[src/rsh_pkg.sv]
// package: register map, field layouts and constants of the reference selector
package rsh_pkg;
    // register offsets
    localparam logic [7:0] CAL_CTRL_OFS    = 8'h0e;
    localparam logic [7:0] BAND_OVR_OFS    = 8'h10;
    localparam logic [7:0] CRYSTAL_INPUT_TUNE_OFS   = 8'h1b;
    localparam logic [7:0] REF_SW_OFS      = 8'h29;
    localparam logic [7:0] REF_CFG_OFS     = 8'h2a;
    localparam logic [7:0] FB_DIV_LO_OFS   = 8'h2b;
    localparam logic [7:0] FB_DIV_MID_OFS  = 8'h2c;
    localparam logic [7:0] FB_DIV_HI_OFS   = 8'h2d;
    localparam logic [7:0] SEL_STAT_OFS    = 8'h2e;
    // field positions
    localparam int CAL_GO_BIT      = 7;
    localparam int CAL_SRC_BIT     = 2;
    localparam int BAND_SRC_BIT    = 0;
    localparam int CRYSTAL_INPUT_SRC_BIT    = 7;
    localparam int MODE_HI         = 7;
    localparam int MODE_LO         = 6;
    localparam int DIFF_BIT        = 0;
    localparam int PRE_A_BIT       = 1;
    localparam int DBL_A_BIT       = 2;
    localparam int PRE_B_BIT       = 3;
    localparam int DBL_B_BIT       = 4;
    // reset values
    localparam logic [7:0] CAL_CTRL_RST   = 8'h00;
    localparam logic [7:0] BAND_OVR_RST   = 8'h00;
    // tuning-source bit set: pins own the load, register field sits at top
    localparam logic [7:0] CRYSTAL_INPUT_TUNE_RST  = 8'hbf;
    localparam logic [7:0] REF_SW_RST     = 8'h00;
    localparam logic [7:0] REF_CFG_RST    = 8'h00;
    // load capacitance in quarter-pF steps
    localparam logic [5:0] CRYSTAL_INPUT_PIN_STEPS = 6'h08;
    localparam logic [6:0] CRYSTAL_INPUT_FIX_STEPS = 7'h20;
    // feedback divider
    localparam int          FB_DIV_W      = 20;
    localparam logic [19:0] FB_DIV_MIN    = 20'h00020;
    localparam logic [19:0] FB_DIV_RST    = 20'h00020;
    // vco calibration
    localparam int          BAND_W        = 7;
    localparam int          CAL_CYC       = 128;
    // presence detector: window of feedback-clock samples
    localparam int          DET_W         = 6;
    localparam logic [5:0]  DET_WINDOW    = 6'h3f;
    // selection modes
    typedef enum logic [1:0] {
        RSH_REVERT   = 2'b00,
        RSH_NONREV   = 2'b01,
        RSH_MAN_PRI  = 2'b10,
        RSH_MAN_SEC  = 2'b11
    } rsh_mode_e;
    // selected source, one-hot
    typedef enum logic [3:0] {
        RSH_SRC_NONE = 4'b0001,
        RSH_SRC_PRI  = 4'b0010,
        RSH_SRC_SEC  = 4'b0100,
        RSH_SRC_CRYSTAL_INPUT = 4'b1000
    } rsh_src_e;
endpackage

[src/rsh_det_if.sv]
// interface: presence detector sample and result
`timescale 1ns/10ps
interface rsh_det_if;
    logic sample_en;
    logic level;
    logic present;
    modport det (input sample_en, input level, output present);
    modport ctl (output sample_en, output level, input present);
endinterface

[src/rsh_detector.sv]
// module: edge-activity presence detector for one clock input
`timescale 1ns/10ps
module rsh_detector
(
    // clock and reset
    input  wire logic clk,
    input  wire logic rst_n,
    // detector link
    rsh_det_if.det    dif
);
    typedef struct packed {
        logic       last;
        logic [5:0] idle;
        logic       present;
    } rsh_det_s;

    rsh_det_s st_reg;
    rsh_det_s st_next;

    // absence needs a full window of samples without an edge
    always_comb
    begin
        st_next = st_reg;
        if (dif.sample_en)
        begin
            st_next.last = dif.level;
            if (dif.level != st_reg.last)
            begin
                st_next.idle    = 6'h00;
                st_next.present = 1'b1;
            end
            else if (st_reg.idle == rsh_pkg::DET_WINDOW)
                st_next.present = 1'b0;
            else
                st_next.idle = st_reg.idle + 6'h01;
        end
    end

    always_ff @(posedge clk)
    begin
        if (!rst_n)
            st_reg <= '0;
        else
            st_reg <= st_next;
    end

    assign dif.present = st_reg.present;
endmodule // rsh_detector

[src/rsh_top.sv]
// module: reference switchover, holdover and pll control registers
`timescale 1ns/10ps
// ======================================================================
// Summary of operation
// - default two single-ended refs; differential mode leaves one ref, no switch
// - crystal load is fixed 8 pF plus programmable 0 to 15.75 pF
// - after reset programmable load is 2 pF, total 10 pF
// - six-bit tuning field, 0.25 pF per step
// - tuning-source bit at 0 hands load to field, 23.75 pF by default
// - each reference path has divide-by-five ahead of optional doubler
// - three presence detectors, each sampled by the pll feedback clock
// - both refs gone selects crystal if present, never in manual codes
// - with nothing present wait, then select per mode and pin
// - reset sets the mode field to 00, revertive
// - revertive: primary whenever present, else secondary, back to primary
// - nonrevertive: start on primary, stay on secondary until it fails
// - codes 10 and 11 pick primary or secondary, only while present
// - force-secondary pin high picks secondary when present
// - 128 vco bands chosen by calibration started at reset
// - cal-source bit then calibrate bit runs a calibration
// - band-source bit makes the seven-bit band field the vco band
// - 20-bit feedback divider, values below 32 not allowed
module rsh_top
(
    // clock and reset
    clk,
    rst_n,
    // register port
    reg_wr,
    reg_rd,
    reg_addr,
    reg_wdata,
    reg_rdata,
    serial_mode,
    // clock inputs and pins
    primary_reference_input,
    secondary_reference_input,
    crystal_input,
    force_secondary_pin,
    fb_sample_en,
    // pll controls
    sel_src,
    diff_mode,
    prescale_a,
    double_a,
    prescale_b,
    double_b,
    crystal_input_load_steps,
    vco_band,
    cal_busy,
    fb_div
);
    // clock and reset
    input  wire logic                     clk;
    input  wire logic                     rst_n;

    // register port
    input  wire logic                     reg_wr;
    input  wire logic                     reg_rd;
    input  wire logic [7:0]               reg_addr;
    input  wire logic [7:0]               reg_wdata;
    output      logic [7:0]               reg_rdata;
    input  wire logic                     serial_mode;

    // clock inputs and pins
    input  wire logic                     primary_reference_input;
    input  wire logic                     secondary_reference_input;
    input  wire logic                     crystal_input;
    input  wire logic                     force_secondary_pin;
    input  wire logic                     fb_sample_en;

    // pll controls
    output      logic [3:0]               sel_src;
    output      logic                     diff_mode;
    output      logic                     prescale_a;
    output      logic                     double_a;
    output      logic                     prescale_b;
    output      logic                     double_b;
    output      logic [6:0]               crystal_input_load_steps;
    output      logic [6:0]               vco_band;
    output      logic                     cal_busy;
    output      logic [19:0]              fb_div;

    // ==================================================================
    // presence detectors
    rsh_det_if pri_if ();
    rsh_det_if sec_if ();
    rsh_det_if xt_if ();

    // every detector is paced by the feedback-clock sample enable
    assign pri_if.sample_en = fb_sample_en;
    assign sec_if.sample_en = fb_sample_en;
    assign xt_if.sample_en  = fb_sample_en;
    assign pri_if.level     = primary_reference_input;
    assign sec_if.level     = secondary_reference_input;
    assign xt_if.level      = crystal_input;

    rsh_detector u_det_pri (.clk(clk), .rst_n(rst_n), .dif(pri_if));
    rsh_detector u_det_sec (.clk(clk), .rst_n(rst_n), .dif(sec_if));
    rsh_detector u_det_xt  (.clk(clk), .rst_n(rst_n), .dif(xt_if));

    // ==================================================================
    // state
    typedef struct packed {
        logic [7:0]         cal_ctrl;
        logic [7:0]         band_ovr;
        logic [7:0]         crystal_input_tune;
        logic [7:0]         ref_sw;
        logic [7:0]         ref_cfg;
        logic [19:0]        fb_div;
        logic [7:0]         rdata;
        rsh_pkg::rsh_src_e  src;
        logic               cal_pend;
        logic [7:0]         cal_cnt;
        logic               busy;
        logic [6:0]         cal_band;
        logic [6:0]         band;
        logic [6:0]         load;
    } rsh_top_s;

    rsh_top_s st_reg;
    rsh_top_s st_next;

    // ==================================================================
    // helper functions
    // clamp illegal divider values to the legal floor
    function automatic logic [19:0] rsh_fb_clamp(input logic [19:0] v);
        rsh_fb_clamp = (v < rsh_pkg::FB_DIV_MIN) ? rsh_pkg::FB_DIV_MIN : v;
    endfunction

    // read mux; unmapped offsets read as zero
    function automatic logic [7:0] rsh_read(input rsh_top_s s,
                                            input logic [7:0] a,
                                            input logic [3:0] det);
        unique case (a)
            rsh_pkg::CAL_CTRL_OFS:   rsh_read = s.cal_ctrl;
            rsh_pkg::BAND_OVR_OFS:   rsh_read = s.band_ovr;
            rsh_pkg::CRYSTAL_INPUT_TUNE_OFS:  rsh_read = s.crystal_input_tune;
            rsh_pkg::REF_SW_OFS:     rsh_read = s.ref_sw;
            rsh_pkg::REF_CFG_OFS:    rsh_read = s.ref_cfg;
            rsh_pkg::FB_DIV_LO_OFS:  rsh_read = s.fb_div[7:0];
            rsh_pkg::FB_DIV_MID_OFS: rsh_read = s.fb_div[15:8];
            rsh_pkg::FB_DIV_HI_OFS:  rsh_read = {4'h0, s.fb_div[19:16]};
            rsh_pkg::SEL_STAT_OFS:   rsh_read = {s.cal_cnt != 8'h00,
                                                 det[2:0], s.src};
            default:                 rsh_read = 8'h00;
        endcase
    endfunction

    // ==================================================================
    // selection inputs
    logic p_ok;
    logic s_ok;
    logic x_ok;
    logic diff;
    rsh_pkg::rsh_mode_e mode;
    rsh_pkg::rsh_src_e  auto_src;

    assign diff = st_reg.ref_cfg[rsh_pkg::DIFF_BIT];
    // mode field decoded once for selection
    assign mode = rsh_pkg::rsh_mode_e'(
                  st_reg.ref_sw[rsh_pkg::MODE_HI:rsh_pkg::MODE_LO]);
    assign p_ok = pri_if.present;
    // in differential mode the second pin is only the complement
    assign s_ok = sec_if.present & ~diff;
    assign x_ok = xt_if.present;

    // ==================================================================
    // source selection
    always_comb
    begin
        auto_src = rsh_pkg::RSH_SRC_NONE;
        unique case (mode)
            rsh_pkg::RSH_REVERT:
            begin
                if (p_ok)
                    auto_src = rsh_pkg::RSH_SRC_PRI;
                else if (s_ok)
                    auto_src = rsh_pkg::RSH_SRC_SEC;
                else if (x_ok)
                    auto_src = rsh_pkg::RSH_SRC_CRYSTAL_INPUT;
            end
            rsh_pkg::RSH_NONREV:
            begin
                if (st_reg.src == rsh_pkg::RSH_SRC_SEC && s_ok)
                    auto_src = rsh_pkg::RSH_SRC_SEC;
                else if (p_ok)
                    auto_src = rsh_pkg::RSH_SRC_PRI;
                else if (s_ok)
                    auto_src = rsh_pkg::RSH_SRC_SEC;
                else if (x_ok)
                    auto_src = rsh_pkg::RSH_SRC_CRYSTAL_INPUT;
            end
            rsh_pkg::RSH_MAN_PRI:
            begin
                if (p_ok)
                    auto_src = rsh_pkg::RSH_SRC_PRI;
            end
            rsh_pkg::RSH_MAN_SEC:
            begin
                if (s_ok)
                    auto_src = rsh_pkg::RSH_SRC_SEC;
            end
        endcase
        // pin forcing does not apply against a manual secondary loss
        if (force_secondary_pin && s_ok)
            auto_src = rsh_pkg::RSH_SRC_SEC;
    end

    // ==================================================================
    // registers, calibration and outputs
    always_comb
    begin
        st_next = st_reg;
        // nothing present: hold off until a source shows up
        st_next.src = auto_src;

        // ==============================================================
        // calibration
        // sweeps the bands; a request during a run queues, and a write
        // landing in the start cycle sets pend again after the clear
        if (st_reg.cal_cnt != 8'h00)
        begin
            st_next.cal_cnt  = st_reg.cal_cnt - 8'h01;
            st_next.cal_band = st_reg.cal_band + 7'h01;
        end
        else if (st_reg.cal_pend)
        begin
            st_next.cal_pend = 1'b0;
            st_next.cal_cnt  = 8'(rsh_pkg::CAL_CYC);
            st_next.cal_band = 7'h00;
        end
        // busy is its own flop so the pin carries no decode
        st_next.busy = st_next.cal_cnt != 8'h00;

        // ==============================================================
        // register writes
        // register port ignored outside serial-mode pin pattern
        if (reg_wr && serial_mode)
        begin
            unique case (reg_addr)
                rsh_pkg::CAL_CTRL_OFS:
                begin
                    // go bit self-clears; one request per write
                    st_next.cal_ctrl = {1'b0, reg_wdata[6:0]};
                    if (reg_wdata[rsh_pkg::CAL_GO_BIT]
                        && st_reg.cal_ctrl[rsh_pkg::CAL_SRC_BIT])
                        st_next.cal_pend = 1'b1;
                end
                rsh_pkg::BAND_OVR_OFS:
                begin
                    st_next.band_ovr = reg_wdata;
                end
                rsh_pkg::CRYSTAL_INPUT_TUNE_OFS:
                begin
                    st_next.crystal_input_tune = reg_wdata;
                end
                rsh_pkg::REF_SW_OFS:
                begin
                    st_next.ref_sw = reg_wdata;
                end
                rsh_pkg::REF_CFG_OFS:
                begin
                    st_next.ref_cfg = reg_wdata;
                end
                rsh_pkg::FB_DIV_LO_OFS:
                begin
                    st_next.fb_div = rsh_fb_clamp(
                        {st_reg.fb_div[19:8], reg_wdata});
                end
                rsh_pkg::FB_DIV_MID_OFS:
                begin
                    st_next.fb_div = rsh_fb_clamp(
                        {st_reg.fb_div[19:16], reg_wdata,
                         st_reg.fb_div[7:0]});
                end
                rsh_pkg::FB_DIV_HI_OFS:
                begin
                    st_next.fb_div = rsh_fb_clamp(
                        {reg_wdata[3:0], st_reg.fb_div[15:0]});
                end
                default:
                begin
                end
            endcase
        end

        // ==============================================================
        // read port
        if (reg_rd && serial_mode)
            st_next.rdata = rsh_read(st_reg, reg_addr,
                                     {1'b0, x_ok, s_ok, p_ok});

        // ==============================================================
        // band and crystal load
        st_next.band = st_reg.cal_ctrl[rsh_pkg::BAND_SRC_BIT]
                       ? st_reg.band_ovr[7:1] : st_reg.cal_band;
        // fixed 8 pF plus quarter-pF steps
        st_next.load = rsh_pkg::CRYSTAL_INPUT_FIX_STEPS + 7'(
                       st_reg.crystal_input_tune[rsh_pkg::CRYSTAL_INPUT_SRC_BIT]
                       ? rsh_pkg::CRYSTAL_INPUT_PIN_STEPS
                       : st_reg.crystal_input_tune[5:0]);
    end

    // ==================================================================
    // state register
    always_ff @(posedge clk)
    begin
        if (!rst_n)
        begin
            st_reg           <= '0;
            st_reg.cal_ctrl  <= rsh_pkg::CAL_CTRL_RST;
            st_reg.band_ovr  <= rsh_pkg::BAND_OVR_RST;
            st_reg.crystal_input_tune <= rsh_pkg::CRYSTAL_INPUT_TUNE_RST;
            st_reg.ref_sw    <= rsh_pkg::REF_SW_RST;
            st_reg.ref_cfg   <= rsh_pkg::REF_CFG_RST;
            st_reg.fb_div    <= rsh_pkg::FB_DIV_RST;
            st_reg.src       <= rsh_pkg::RSH_SRC_NONE;
            st_reg.cal_pend  <= 1'b1;
            st_reg.load      <= rsh_pkg::CRYSTAL_INPUT_FIX_STEPS
                                + 7'(rsh_pkg::CRYSTAL_INPUT_PIN_STEPS);
        end
        else
            st_reg <= st_next;
    end

    // ==================================================================
    // outputs
    assign reg_rdata       = st_reg.rdata;
    assign sel_src         = st_reg.src;
    assign diff_mode       = st_reg.ref_cfg[rsh_pkg::DIFF_BIT];
    // prescaler sits ahead of the doubler in each path
    assign prescale_a      = st_reg.ref_cfg[rsh_pkg::PRE_A_BIT];
    assign double_a        = st_reg.ref_cfg[rsh_pkg::DBL_A_BIT];
    assign prescale_b      = st_reg.ref_cfg[rsh_pkg::PRE_B_BIT];
    assign double_b        = st_reg.ref_cfg[rsh_pkg::DBL_B_BIT];
    assign crystal_input_load_steps = st_reg.load;
    assign vco_band        = st_reg.band;
    assign cal_busy        = st_reg.busy;
    assign fb_div          = st_reg.fb_div;
endmodule // rsh_top

[config.mk]
export PLATFORM = sky130hd
export DESIGN_NAME = rsh_top
export DESIGN_NICKNAME = d
export VERILOG_FILES = /design/src/rsh_pkg.sv /design/src/rsh_det_if.sv /design/src/rsh_detector.sv /design/src/rsh_top.sv
export SDC_FILE = /design/constraint.sdc
export NUM_CORES = 1
export LEC_CHECK = 0
export BUFFER_PORTS_ARGS = -buffer_cell sky130_fd_sc_hd__buf_4
export CAP_MARGIN = 5
export CORE_UTILIZATION = 25
export CTS_CLUSTER_DIAMETER = 200
export DETAILED_ROUTE_END_ITERATION = 6
export REMOVE_ABC_BUFFERS = 1
export SKIP_CTS_REPAIR_TIMING = 1
export SYNTH_ARGS = -nofsm -noshare
export SYNTH_HDL_FRONTEND = slang
export SYNTH_HIERARCHICAL = 1
export SYNTH_SLANG_ARGS = --single-unit
[constraint.sdc]
create_clock -name clk -period 2.3 [get_ports clk]
set_clock_uncertainty 0.1 [all_clocks]
set_input_delay 0.23 -clock clk [delete_from_list [all_inputs] [get_ports clk]]
set_output_delay 0.23 -clock clk [all_outputs]
set_load 0.03 [all_outputs]
After elaboration in Yosys (flattened, before gate mapping)
Index checks and enable logic that the tools add are counted.
Widths: inputs -> output; s select.
{ "word_totals": {"reg_bits": 126, "output_inout_bits": 52} }
{ "classes": {"add_sub_neg": 6, "n_reduce_logical": 28, "eq_ne": 25, "n_bitwise": 3, "muxes": 32, "magnitude_cmp": 3} }
{ "ops": {"columns": ["op", "count"], "rows": [
  ["$pmux 8 s9", 1],
  ["$lt 20x6->1 const B", 3],
  ["$mux 20", 3],
  ["$pmux 20 s3", 1],
  ["$eq 8x6->1 const B", 6],
  ["$mux 7", 6],
  ["$mux 6", 4],
  ["$reduce_and 2->1", 11],
  ["$add 6x1->6 const B", 3],
  ["$eq 6x6->1 const B", 3],
  ["$eq 8x5->1 const B", 2],
  ["$mux 4", 4],
  ["$mux 8", 2],
  ["$pmux 4 s4", 1],
  ["$reduce_bool 8->1", 2],
  ["$reduce_and 4->1", 3],
  ["$eq 8x4->1 const B", 1],
  ["$reduce_bool 2->1", 4],
  ["$sub 8x1->8 const B", 1],
  ["$add 6x6->7 const A", 1],
  ["$add 7x1->7 const B", 1],
  ["$mux 1", 7],
  ["$mux 3", 2],
  ["$ne 2x1->1 const B", 3],
  ["other kinds (12)", 22]
]} }

Logic depth before layout (Yosys ltp)
{ "logic_depth": {"ltp_word": 7, "ltp_mapped": 9, "depth_no_buf": 7} }

Cells and area by module
Netlist, hierarchy kept.
{ "by_module_without_submodules": {"columns": ["module", "cells_each", "instances", "seq_area_each_um2", "area_each_um2"], "rows": [
  ["rsh_top", 602, 1, 2042.0, 5159.9],
  ["rsh_detector", 48, 3, 160.2, 446.7]
]} }

Worst setup path before layout
No wires, ideal clock.
{ "synth_timing": {"path_type": "register to register", "startpoint": "register st_reg[22] in the netlist's numbering", "endpoint": "register st_reg, in the netlist cal_busy", "setup_ps": 125, "arrival_time_ps": 1985, "n_path_buf": 2, "path_stages_with_launch": 10, "path_slack_ps": 90, "period_less_slack_ps": 2210, "cell_sequence": "dfxtp_1 clkbuf_1 inv_1 ha_1 nand2b_1 or4_1 clkbuf_1 a21oi_1 o21ai_0 o41a_1"} }
{ "synth_via": {"elab_chain_len": 3} }
{ "synth_lines": {"columns": ["item", "line_no", "text"], "rows": [
  ["start, declared", "rsh_top.sv:121", "rsh_top_s st_reg;"],
  ["start signal, assigned", "rsh_top.sv:324", "st_reg <= st_next;"],
  ["$sub 8x1->8 (tied with other cells)", "rsh_top.sv:224", "st_next.cal_cnt = st_reg.cal_cnt - 8'h01;"],
  ["$mux 8 *", "rsh_top.sv:222", "if (st_reg.cal_cnt != 8'h00)"],
  ["$reduce_bool 8->1 *", "rsh_top.sv:234", "st_next.busy = st_next.cal_cnt != 8'h00;"]
]} }
Mark *: on every way between the ends. The rest lies on a longest branch, timed or not.
A chain may end at the register's enable or synchronous reset.

Worst setup path in the final report
{ "layout_timing": {"startpoint": "register st_reg[23] in the netlist's numbering", "endpoint": "register st_reg, in the netlist cal_busy"} }
Same word-level chain as after synthesis.

==> impl_metrics.env <==
export IMPL_grt_max_degree=48
export IMPL_hold_viol=0
export IMPL_io_buffers=77
export IMPL_clockBufferDepth=2
export IMPL_cp_arrival_ps=2430
export IMPL_grt_remaining_overflow=0
export IMPL_worstPathMaxFanout=6
export IMPL_post_place_ws_ps=123.8
export IMPL_ys_top_cells_by_area="dfxtp_1 39%, mux2i_1 9.9%, buf_4 5.9%, nand2_1 4.8%, nor2_1 3.6%"
export IMPL_p_per_area_nw_per_um2=837.4
export IMPL_ioPinCount=78
export IMPL_path_clk_slew_ps=50
export IMPL_cts_made_buffers=17
export IMPL_grt_pass1_wl_mm=28.34
export IMPL_status="finished, final reports clean"
export IMPL_startpoint_type="register"
export IMPL_max_freq_mhz=449.1
export IMPL_grt_antenna_before_repair=0
export IMPL_grt_usage=0.1385
export IMPL_final_nets=817
export IMPL_hold_path_class="input port to register"
export IMPL_layout_cells_non_filler=1126
export IMPL_r2r_end="cal_busy"
export IMPL_synthDistinctLibCells=74
export IMPL_drive_gt1_frac=0.2048
export IMPL_wl_mm=18.22
export IMPL_hold_path_end="u_det_sec/st_reg[7]"
export IMPL_rr_startpoint="st_reg[23]"
export IMPL_core_um2=25330
export IMPL_cts_tree="built"
export IMPL_largest_register_ffs=48
export IMPL_synth_avg_cell_area_um2=8.713
export IMPL_worstHoldPathCells=3
export IMPL_insertion_delay_ps=420
export IMPL_rows=58
export IMPL_hpwl_mm=12.99
export IMPL_ir_drop_mv=0.4910
export IMPL_required_ps=2500
export IMPL_gp_congestion=0.8641
export IMPL_clock_root_buffer="clkbuf_16"
export IMPL_via_count=5559
export IMPL_floorplan_die_width_um=163.2
export IMPL_period_needed_ps=2227
export IMPL_wl_per_cell_um=16.18
export IMPL_drt_pass1_iter_count=5
export IMPL_die_y_um=163.2
export IMPL_end_kind="register"
export IMPL_max_cap_viol_count=0
export IMPL_drtAntennaViolNets=0
export IMPL_synth_top_area_share=0.3881
export IMPL_first_global_vias=5175
export IMPL_first_iter_violations=582
export IMPL_htree_levels=4
export IMPL_synth_warnings=6
export IMPL_viasPerCell=4.937
export IMPL_fin_util=0.3089
export IMPL_ys_ff_latch=126
export IMPL_min_from="secondary_reference_input"
export IMPL_dieArea_um2=26650
export IMPL_diodes=0
export IMPL_syn_area_um2=6500
export IMPL_total_power_w=0.006551
export IMPL_synth_edf_count=0
export IMPL_crit_type="register to register"
export IMPL_cts_sinks=126
export IMPL_final_common_cell="dfxtp_1"
export IMPL_ff2ff_path_depth=7
export IMPL_final_max_slew_viol_count=0
export IMPL_start_util=0.2566
export IMPL_ys_seq_area_frac=0.3881
export IMPL_synthArstFlopShare=0
export IMPL_area_delta_synth_final_pct=20.35
export IMPL_yosysTopAreaCell="dfxtp_1"
export IMPL_setup_viol=0
export IMPL_mostFrequentLayoutCells="126 x dfxtp_1, 108 x buf_4, 83 x nand2_1, 64 x mux2i_1, 63 x nor2_1"
export IMPL_dp_cells=1095
export IMPL_worst_slack_ps=73.26
export IMPL_worst_slew_pin_slew_ps=516.9
export IMPL_reg2reg_setup_slack_ps=70
export IMPL_p_leak_nw=2.972
export IMPL_synthCells=746
export IMPL_slew_headroom=0.6465
export IMPL_fin_crit_sh=0.9681
export IMPL_synth_main_ff_cell="dfxtp_1"
export IMPL_drc=0
[worst max-delay path, stage by stage (launching register included)]
cell and delay, ps:
dfxtp_1 440, inv_1 100, ha_1 220, nand2b_1 200, nor3_2 120, nor4b_1 360
xor2_1 140, o41a_1 440
[synthesized netlist by cell type, types with 4 or more instances]
library cell and instances:
mux2_2 4, a31oi_1 4, nand3_1 32, nand2_1 83, and4_1 6, and3_1 10
a211oi_1 11, nor2_1 63, ha_1 6, o2111ai_1 4, o2bb2ai_1 5, dfxtp_1 126
o311ai_0 6, o31ai_1 4, nor2b_1 10, nor4_1 7, nand4_1 12, a21oi_1 32
o21ai_0 18, inv_1 18, clkbuf_2 4, a32o_1 7, a41oi_1 5, or3_1 8
nor3_1 16, o21ai_1 4, a22oi_1 14, mux2i_1 64, buf_4 51, clkbuf_1 27
nand3b_1 4, o22ai_1 5, o211ai_1 4, and2_1 8
[worst max-delay path by stage]
stage	start	endpoint	cells past startpoint
after floorplan	st_reg[22]	reg_rdata[7]	7
after global placement	reg_addr[4]	prescale_b	6
after detailed placement	reg_addr[4]	double_a	6
after CTS	st_reg[23]	cal_busy	7
after global routing	st_reg[23]	cal_busy	7
final	st_reg[23]	cal_busy	7
[layer usage]
metal	track usage	vias to the layer above	routed length, um
met4	0.05607	0	430
met3	0.03809	28	973
li1	-	2748	-
met2	0.2161	137	8316
met1	0.1790	2646	8497
met5	0	-	0
[cell type report]
cell class	instances	area (um^2)
multi-input cells	512	3366
fillers	2643	17500
clock buffers	23	478.0
flip-flops and latches	126	2522
clock inverters	7	135.1
repair buffers	110	840.8
inverters	18	67.56
well taps	330	412.9
[power by group]
group	leakage, nW	internal (W)	switching (W)
registers	1.02	0.00231	0.000146
clock network	0.303	0.00188	0.000953
logic	1.65	0.000515	0.000743
total	2.97	0.00471	0.00184
[logic make-up (layout without fill, tap and decap cells)]
logic type / Yosys count / after routing / share of synthesized area
buffers and inverters: 108 / 158 / 0.09644
and+or+nand+nor: 284 / 284 / 0.2210
AOI/OAI and AO/OA: 146 / 146 / 0.1598
adders and majority gates: 6 / 6 / 0.01155
xor gates and xnor gates: 8 / 8 / 0.01771
muxes: 68 / 68 / 0.1055
DFF: 126 / 126 / 0.3881
[per-stage QoR]
step | TNS, ps | hold slack [ps] | instance area, um^2
finish | 0 | 16.31 | 7823
global placement | 0 | 336.6 | 7184
CTS | 0 | -17.57 | 7797
detailed placement | 0 | 343.8 | 7184
floorplan | -34.02 | 191.9 | 5941
global route | -3.656 | 31.89 | 7823
(Power assumes the default switching activity.)
